$ cat src/common/aotf_consts.vh
`ifndef AOTF_CONSTS_VH
`define AOTF_CONSTS_VH

// register indices on the plain register port
`define AOTF_ADDR_W        4
`define AOTF_REG_CTRL      4'h0
`define AOTF_REG_EVENTS    4'h1

// field positions in the control/status word
`define AOTF_BIT_OVA       14
`define AOTF_BIT_OVB       13
`define AOTF_BIT_COVA      12
`define AOTF_BIT_COVB      11
`define AOTF_BIT_ACC_A_OVERFLOW_TRAP_ENABLE     10
`define AOTF_FIELD_MASK    16'h7C00

// reset values
`define AOTF_CTRL_RESET    16'h0000

// synchroniser depth for pin-side event inputs
`define AOTF_SYNC_STAGES   2

`endif

$ cat src/hdl/aotf_sync.v
`timescale 1ns/1ps
`include "aotf_consts.vh"

// two-stage synchroniser with rising-edge pulse output
module aotf_sync (
	input  wire       clk,
	input  wire       rst,
	input  wire [3:0] async_in,
	output wire [3:0] rise
);

	reg [3:0] stage1;
	reg [3:0] stage2;
	reg [3:0] stage3;

	always @(posedge clk) begin
		if (rst) begin
			stage1 <= 4'h0;
			stage2 <= 4'h0;
			stage3 <= 4'h0;
		end else begin
			stage1 <= async_in;
			stage2 <= stage1;
			stage3 <= stage2;
		end
	end

	assign rise = stage2 & ~stage3;

endmodule // aotf_sync

$ cat src/hdl/aotf_trap_flags.v
// Decided for this implementation: the address-and-strobe port and the placing of the registers.
`timescale 1ns/1ps
`include "aotf_consts.vh"

// Behaviour
// - accumulator A overflow trap sets bit 14
// - accumulator B overflow trap sets bit 13
// - A catastrophic overflow trap sets bit 12
// - B catastrophic overflow trap sets bit 11
// - bit 10 enables trap on A overflow
module aotf_trap_flags (
	input  wire        CLK,
	input  wire        RST,
	input  wire        OVF_A,
	input  wire        OVF_B,
	input  wire        CAT_OVF_A,
	input  wire        CAT_OVF_B,
	input  wire        OVF_B_TRAP_EN,
	input  wire        CAT_TRAP_EN,
	input  wire [3:0]  ADDR,
	input  wire [15:0] WDATA,
	input  wire        WR,
	input  wire        RD,
	output reg  [15:0] RDATA,
	output reg         MATH_TRAP
);

	////////////////////////////////////////////////////////////////////////
	// event synchronisation

	wire [3:0] rise;

	aotf_sync u_sync (
		.clk      (CLK),
		.rst      (RST),
		.async_in ({OVF_A, OVF_B, CAT_OVF_A, CAT_OVF_B}),
		.rise     (rise)
	);

	reg        en_b_s1;
	reg        en_b_s2;
	reg        en_c_s1;
	reg        en_c_s2;

	always @(posedge CLK) begin
		if (RST) begin
			en_b_s1 <= 1'b0;
			en_b_s2 <= 1'b0;
			en_c_s1 <= 1'b0;
			en_c_s2 <= 1'b0;
		end else begin
			en_b_s1 <= OVF_B_TRAP_EN;
			en_b_s2 <= en_b_s1;
			en_c_s1 <= CAT_TRAP_EN;
			en_c_s2 <= en_c_s1;
		end
	end

	////////////////////////////////////////////////////////////////////////
	// trap qualification

	reg        acc_a_overflow_trap_enable;
	reg        acc_a_overflow_flag;
	reg        acc_b_overflow_flag;
	reg        acc_a_catastrophic_flag;
	reg        acc_b_catastrophic_flag;

	wire       ev_a;
	wire       ev_b;
	wire       ev_ca;
	wire       ev_cb;

	localparam idx_acc_a_ovf = 3;
	localparam idx_acc_b_ovf = 2;
	localparam idx_acc_a_cat = 1;
	localparam idx_acc_b_cat = 0;

	assign ev_a  = rise[idx_acc_a_ovf] & acc_a_overflow_trap_enable;
	assign ev_b  = rise[idx_acc_b_ovf] & en_b_s2;
	assign ev_ca = rise[idx_acc_a_cat] & en_c_s2;
	assign ev_cb = rise[idx_acc_b_cat] & en_c_s2;

	////////////////////////////////////////////////////////////////////////
	// control / status register

	wire       wr_ctrl;
	wire       rd_ctrl;
	wire       rd_events;

	// register index decode, shared by the write and read paths
	function reg_hit;
		input [`AOTF_ADDR_W-1:0] addr;
		input [`AOTF_ADDR_W-1:0] idx;
		begin
			reg_hit = (addr == idx);
		end
	endfunction

	assign wr_ctrl   = WR & reg_hit(ADDR, `AOTF_REG_CTRL);
	assign rd_ctrl   = RD & reg_hit(ADDR, `AOTF_REG_CTRL);
	assign rd_events = RD & reg_hit(ADDR, `AOTF_REG_EVENTS);

	// set wins over a software clear in the same cycle
	function sticky;
		input cur;
		input set;
		input wr;
		input wbit;
		begin
			if (set)
				sticky = 1'b1;
			else if (wr && !wbit)
				sticky = 1'b0;
			else
				sticky = cur;
		end
	endfunction

	reg        next_acc_a_overflow_trap_enable;
	reg        next_acc_a_overflow_flag;
	reg        next_acc_b_overflow_flag;
	reg        next_acc_a_catastrophic_flag;
	reg        next_acc_b_catastrophic_flag;

	// write 0 clears a flag, write 1 leaves it alone
	always @* begin
		next_acc_a_overflow_trap_enable = acc_a_overflow_trap_enable;
		if (wr_ctrl) begin
			next_acc_a_overflow_trap_enable = WDATA[`AOTF_BIT_ACC_A_OVERFLOW_TRAP_ENABLE];
		end
		next_acc_a_overflow_flag = sticky(acc_a_overflow_flag, ev_a, wr_ctrl,
			WDATA[`AOTF_BIT_OVA]);
		next_acc_b_overflow_flag = sticky(acc_b_overflow_flag, ev_b, wr_ctrl,
			WDATA[`AOTF_BIT_OVB]);
		next_acc_a_catastrophic_flag = sticky(acc_a_catastrophic_flag, ev_ca, wr_ctrl,
			WDATA[`AOTF_BIT_COVA]);
		next_acc_b_catastrophic_flag = sticky(acc_b_catastrophic_flag, ev_cb, wr_ctrl,
			WDATA[`AOTF_BIT_COVB]);
	end

	////////////////////////////////////////////////////////////////////////
	// control / status registers

	always @(posedge CLK) begin
		if (RST) begin
			acc_a_overflow_trap_enable <= 1'b0;
		end else begin
			acc_a_overflow_trap_enable <= next_acc_a_overflow_trap_enable;
		end
	end

	always @(posedge CLK) begin
		if (RST) begin
			acc_a_overflow_flag <= 1'b0;
		end else begin
			acc_a_overflow_flag <= next_acc_a_overflow_flag;
		end
	end

	always @(posedge CLK) begin
		if (RST) begin
			acc_b_overflow_flag <= 1'b0;
		end else begin
			acc_b_overflow_flag <= next_acc_b_overflow_flag;
		end
	end

	always @(posedge CLK) begin
		if (RST) begin
			acc_a_catastrophic_flag <= 1'b0;
		end else begin
			acc_a_catastrophic_flag <= next_acc_a_catastrophic_flag;
		end
	end

	always @(posedge CLK) begin
		if (RST) begin
			acc_b_catastrophic_flag <= 1'b0;
		end else begin
			acc_b_catastrophic_flag <= next_acc_b_catastrophic_flag;
		end
	end

	////////////////////////////////////////////////////////////////////////
	// trap request and read port

	wire [15:0] ctrl_word;
	wire [15:0] event_word;

	assign ctrl_word = {1'b0, acc_a_overflow_flag, acc_b_overflow_flag,
		acc_a_catastrophic_flag, acc_b_catastrophic_flag,
		acc_a_overflow_trap_enable, 10'h000};
	assign event_word = {12'h000, en_b_s2, en_c_s2, 2'h0};

	reg [15:0] next_rdata;
	reg        next_math_trap;

	always @* begin
		next_math_trap = ev_a | ev_b | ev_ca | ev_cb;
		next_rdata     = 16'h0000;
		if (rd_ctrl) begin
			next_rdata = ctrl_word;
		end else if (rd_events) begin
			next_rdata = event_word;
		end
	end

	// one pulse per cycle in which any event qualifies; events in the same cycle share a pulse
	always @(posedge CLK) begin
		if (RST) begin
			MATH_TRAP <= 1'b0;
		end else begin
			MATH_TRAP <= next_math_trap;
		end
	end

	// read data only stand in the cycle after the strobe
	always @(posedge CLK) begin
		if (RST) begin
			RDATA <= `AOTF_CTRL_RESET;
		end else begin
			RDATA <= next_rdata;
		end
	end

endmodule // aotf_trap_flags

$ cat config.mk
export PLATFORM = sky130hd
export DESIGN_NAME = aotf_trap_flags
export DESIGN_NICKNAME = d
export VERILOG_FILES = /design/src/hdl/aotf_sync.v /design/src/hdl/aotf_trap_flags.v
export VERILOG_INCLUDE_DIRS = /design/src /design/src/common
export SDC_FILE = /design/constraint.sdc
export NUM_CORES = 1
export LEC_CHECK = 0
export ABC_AREA = 1
export BUFFER_PORTS_ARGS = -buffer_cell sky130_fd_sc_hd__buf_2
export CAP_MARGIN = 25
export CORE_MARGIN = 2
export CORE_UTILIZATION = 40
export CTS_CLUSTER_SIZE = 20
export DETAILED_ROUTE_END_ITERATION = 8
export GPL_TIMING_DRIVEN = 0
export PLACE_DENSITY = 0.81
export SYNTH_ARGS = -nofsm -noshare
export SYNTH_HDL_FRONTEND = slang
export SYNTH_SLANG_ARGS = --single-unit
$ cat constraint.sdc
create_clock -name CLK -period 0.8 [get_ports CLK]
set_clock_uncertainty 0.1 [all_clocks]
set_input_delay 0.08 -clock CLK [delete_from_list [all_inputs] [get_ports CLK]]
set_output_delay 0.08 -clock CLK [all_outputs]
set_load 0.02 [all_outputs]
==> flow_summary.json <==
{
  "arrival_ps": 750,
  "nets": 203,
  "ys_ff_latch": 29,
  "clock-sinks": 29,
  "die_width_um": 54.6,
  "post-route-min-period_ps": 934,
  "gr-total-overflow": 0,
  "violations": "hold timing, setup timing",
  "seqCellArea_sq_um": 596,
  "cp.required_ps": 620,
  "powerDensity_nw_per_um2": 1800,
  "io_pins": 47,
  "clk_pin_slew_ps": 80,
  "routed_wl_mm": 1.83,
  "root_buffer": "clkbuf_4",
  "max-vdd-ir-drop_uv": 1240,
  "die_h_um": 54.6,
  "avgSynthCellArea_sq_um": 8.27,
  "setup-violations-final": 10,
  "remaining_drc_errors": 0,
  "hpwl_mm": 1.22,
  "layout_commonest_cell": "nor2_1",
  "clockBufferDepth": 2,
  "cts_inserted_buffers": 5,
  "period_share_pct": 117,
  "path_cells": "buf_6",
  "grt_pass1_wl_mm": 2.74,
  "nFillCells": 225,
  "dp_slack_ps": -93.7,
  "die_area_sq_um": 2990,
  "holdWs_ps": -5.20,
  "setup_slack_ps": -134,
  "multiInputGateArea_sq_um": 305,
  "netlist_instances": 124,
  "dp_cells": 188,
  "cts_hold_buf": 7,
  "mostFrequentLayoutCells": "nor2_1 (29), inv_1 (23), buf_2 (20)",
  "ys_types": 14,
  "crit_buf_inv": 1,
  "syn_to_final_growth_pct": 40.1,
  "grt_max_degree": 11,
  "status": "complete, but fails checks",
  "antenna_found_initial": 0,
  "fmax_ghz": 1.07,
  "io_buffers": 26,
  "final_layout_size_suffix_gt1_share_pct": 39.3,
  "vias_per_cell": 4.01,
  "final_cells": 203,
  "insertion_delay_ps": 300,
  "cts_tree": "yes",
  "leakage_nw": 0.695,
  "start_util_pct": 41.8,
  "slew_violations": 0,
  "grtUsageTotal_pct": 14.1,
  "row_count": 18,
  "hp-class": "in -> reg",
  "num_antenna_cells": 0,
  "critical_path_class": "reg -> out",
  "finalHoldViolCount": 5,
  "first_iter_violations": 1,
  "end_kind": "output port",
  "worst_path_max_delay_cell": "dfxtp_2",
  "dr.pass1.iters": 3,
  "wl_per_cell_um": 9.00,
  "htree_levels": 2,
  "synth_area_sq_um": 1030,
  "grt_pass1_vias": 719,
  "core_area_sq_um": 2450,
  "ys_warn_count": 0,
  "final_antenna_net_count": 0,
  "ys_seq_area_share_pct": 56.6,
  "drv_cap": 0,
  "start_kind": "register",
  "rsz0062_at_grt": "true",
  "crit_family": "flip-flops",
  "crit_path_max_fanout": 1,
  "max_stage_delay_ps": 330,
  "via_count": 814,
  "gp_congestion": 0.734
}
cell usage after synthesis:
master   number  area (sq um)
nor2_1       30           113
dfxtp_1      29           581
inv_1        25          93.8
nand2_1      10          37.5
buf_4         9          67.6
nand4_1       6          37.5
a21oi_1       4          20.0
inv_2         3          11.3
buf_2         2          10.0
nor2_4        2          22.5
and2_1        1          6.26
conb_1        1          3.75
nand3_2       1          10.0
nand4_2       1          12.5
power by group:
part / internal [W] / total [W] / switching [W]
logic: 0.000119 / 0.000253 / 0.000134
clock network: 0.000414 / 0.000846 / 0.000432
registers: 0.00148 / 0.00149 / 0.0000128
layer usage:
layer | vias up | routed length (um) | part of all wire [%] | track usage [%]
li1 | 443 | - | - | -
met1 | 336 | 731 | 40 | 12.3
met2 | 31 | 921 | 50 | 25.0
met3 | 4 | 143 | 7.8 | 7.38
met4 | 0 | 31 | 1.7 | 8.75
met5 | - | 0 | 0 | 0
area by class of cell:
type / instances / share of cell area (%)
sequential: 29 / 41.4
multi-input combinational: 64 / 21.2
timing repair buffer: 34 / 18.2
inverter: 28 / 7.31
buffer: 11 / 5.40
clock buffer: 7 / 3.83
tap: 30 / 2.61
cells by family after synthesis:
logic type | Yosys count | synth area share, %
AND/OR/NAND/NOR | 51 | 23.3
other | 1 | 0.366
buffers and inverters | 39 | 17.8
flip-flops | 29 | 56.6
AO/OA/AOI/OAI | 4 | 1.95
path summary, 6_finish.rpt:
| kind | to | slack (ps) | cells past startpoint | from |
|---|---|---|---|---|
| max | MATH_TRAP | -130 | 1 | MATH_TRAP$_SDFF_PP0_ |
| min reg2reg | en_c_s2$_SDFF_PP0_ | 300 | 2 | en_c_s1$_SDFF_PP0_ |
| max reg2reg | MATH_TRAP$_SDFF_PP0_ | -110 | 5 | acc_a_overflow_trap_enable$_SDFFE_PP0P_ |
| min | RDATA[11]$_SDFF_PP0_ | -5 | 3 | RD |
through the flow:
stage / cell area [sq um] / hold slack, ps / util [%] / TNS, ps / power [W]
after floorplan: 1060 / 87.0 / - / -44.4 / 0.00167
after global placement: 1220 / 179 / 49.8 / -637 / 0.00174
after detailed placement: 1220 / 187 / 49.8 / -827 / 0.00174
after CTS: 1420 / -37.7 / 57.8 / -1360 / 0.00262
after global routing: 1440 / -5.43 / 58.6 / -1770 / 0.00274
final: 1440 / -5.20 / 58.6 / -1170 / 0.00259
state kept, by name, summed over array words and instances (netlist names), 4 cells and up:
register / cells
RDATA: 7
u_sync.stage1: 4
u_sync.stage2: 4
u_sync.stage3: 4
repair_timing:
item / in CTS / in global routing
pin swaps: 5 / 4
gates cloned: 0 / 0
setup buffers: 1 / 0
gates resized for setup: 26 / 9
endpoints found under the setup margin: 13 / 14
hold endpoints to repair: 15 / 2
No activity file was read; power rests on OpenSTA's default activity.
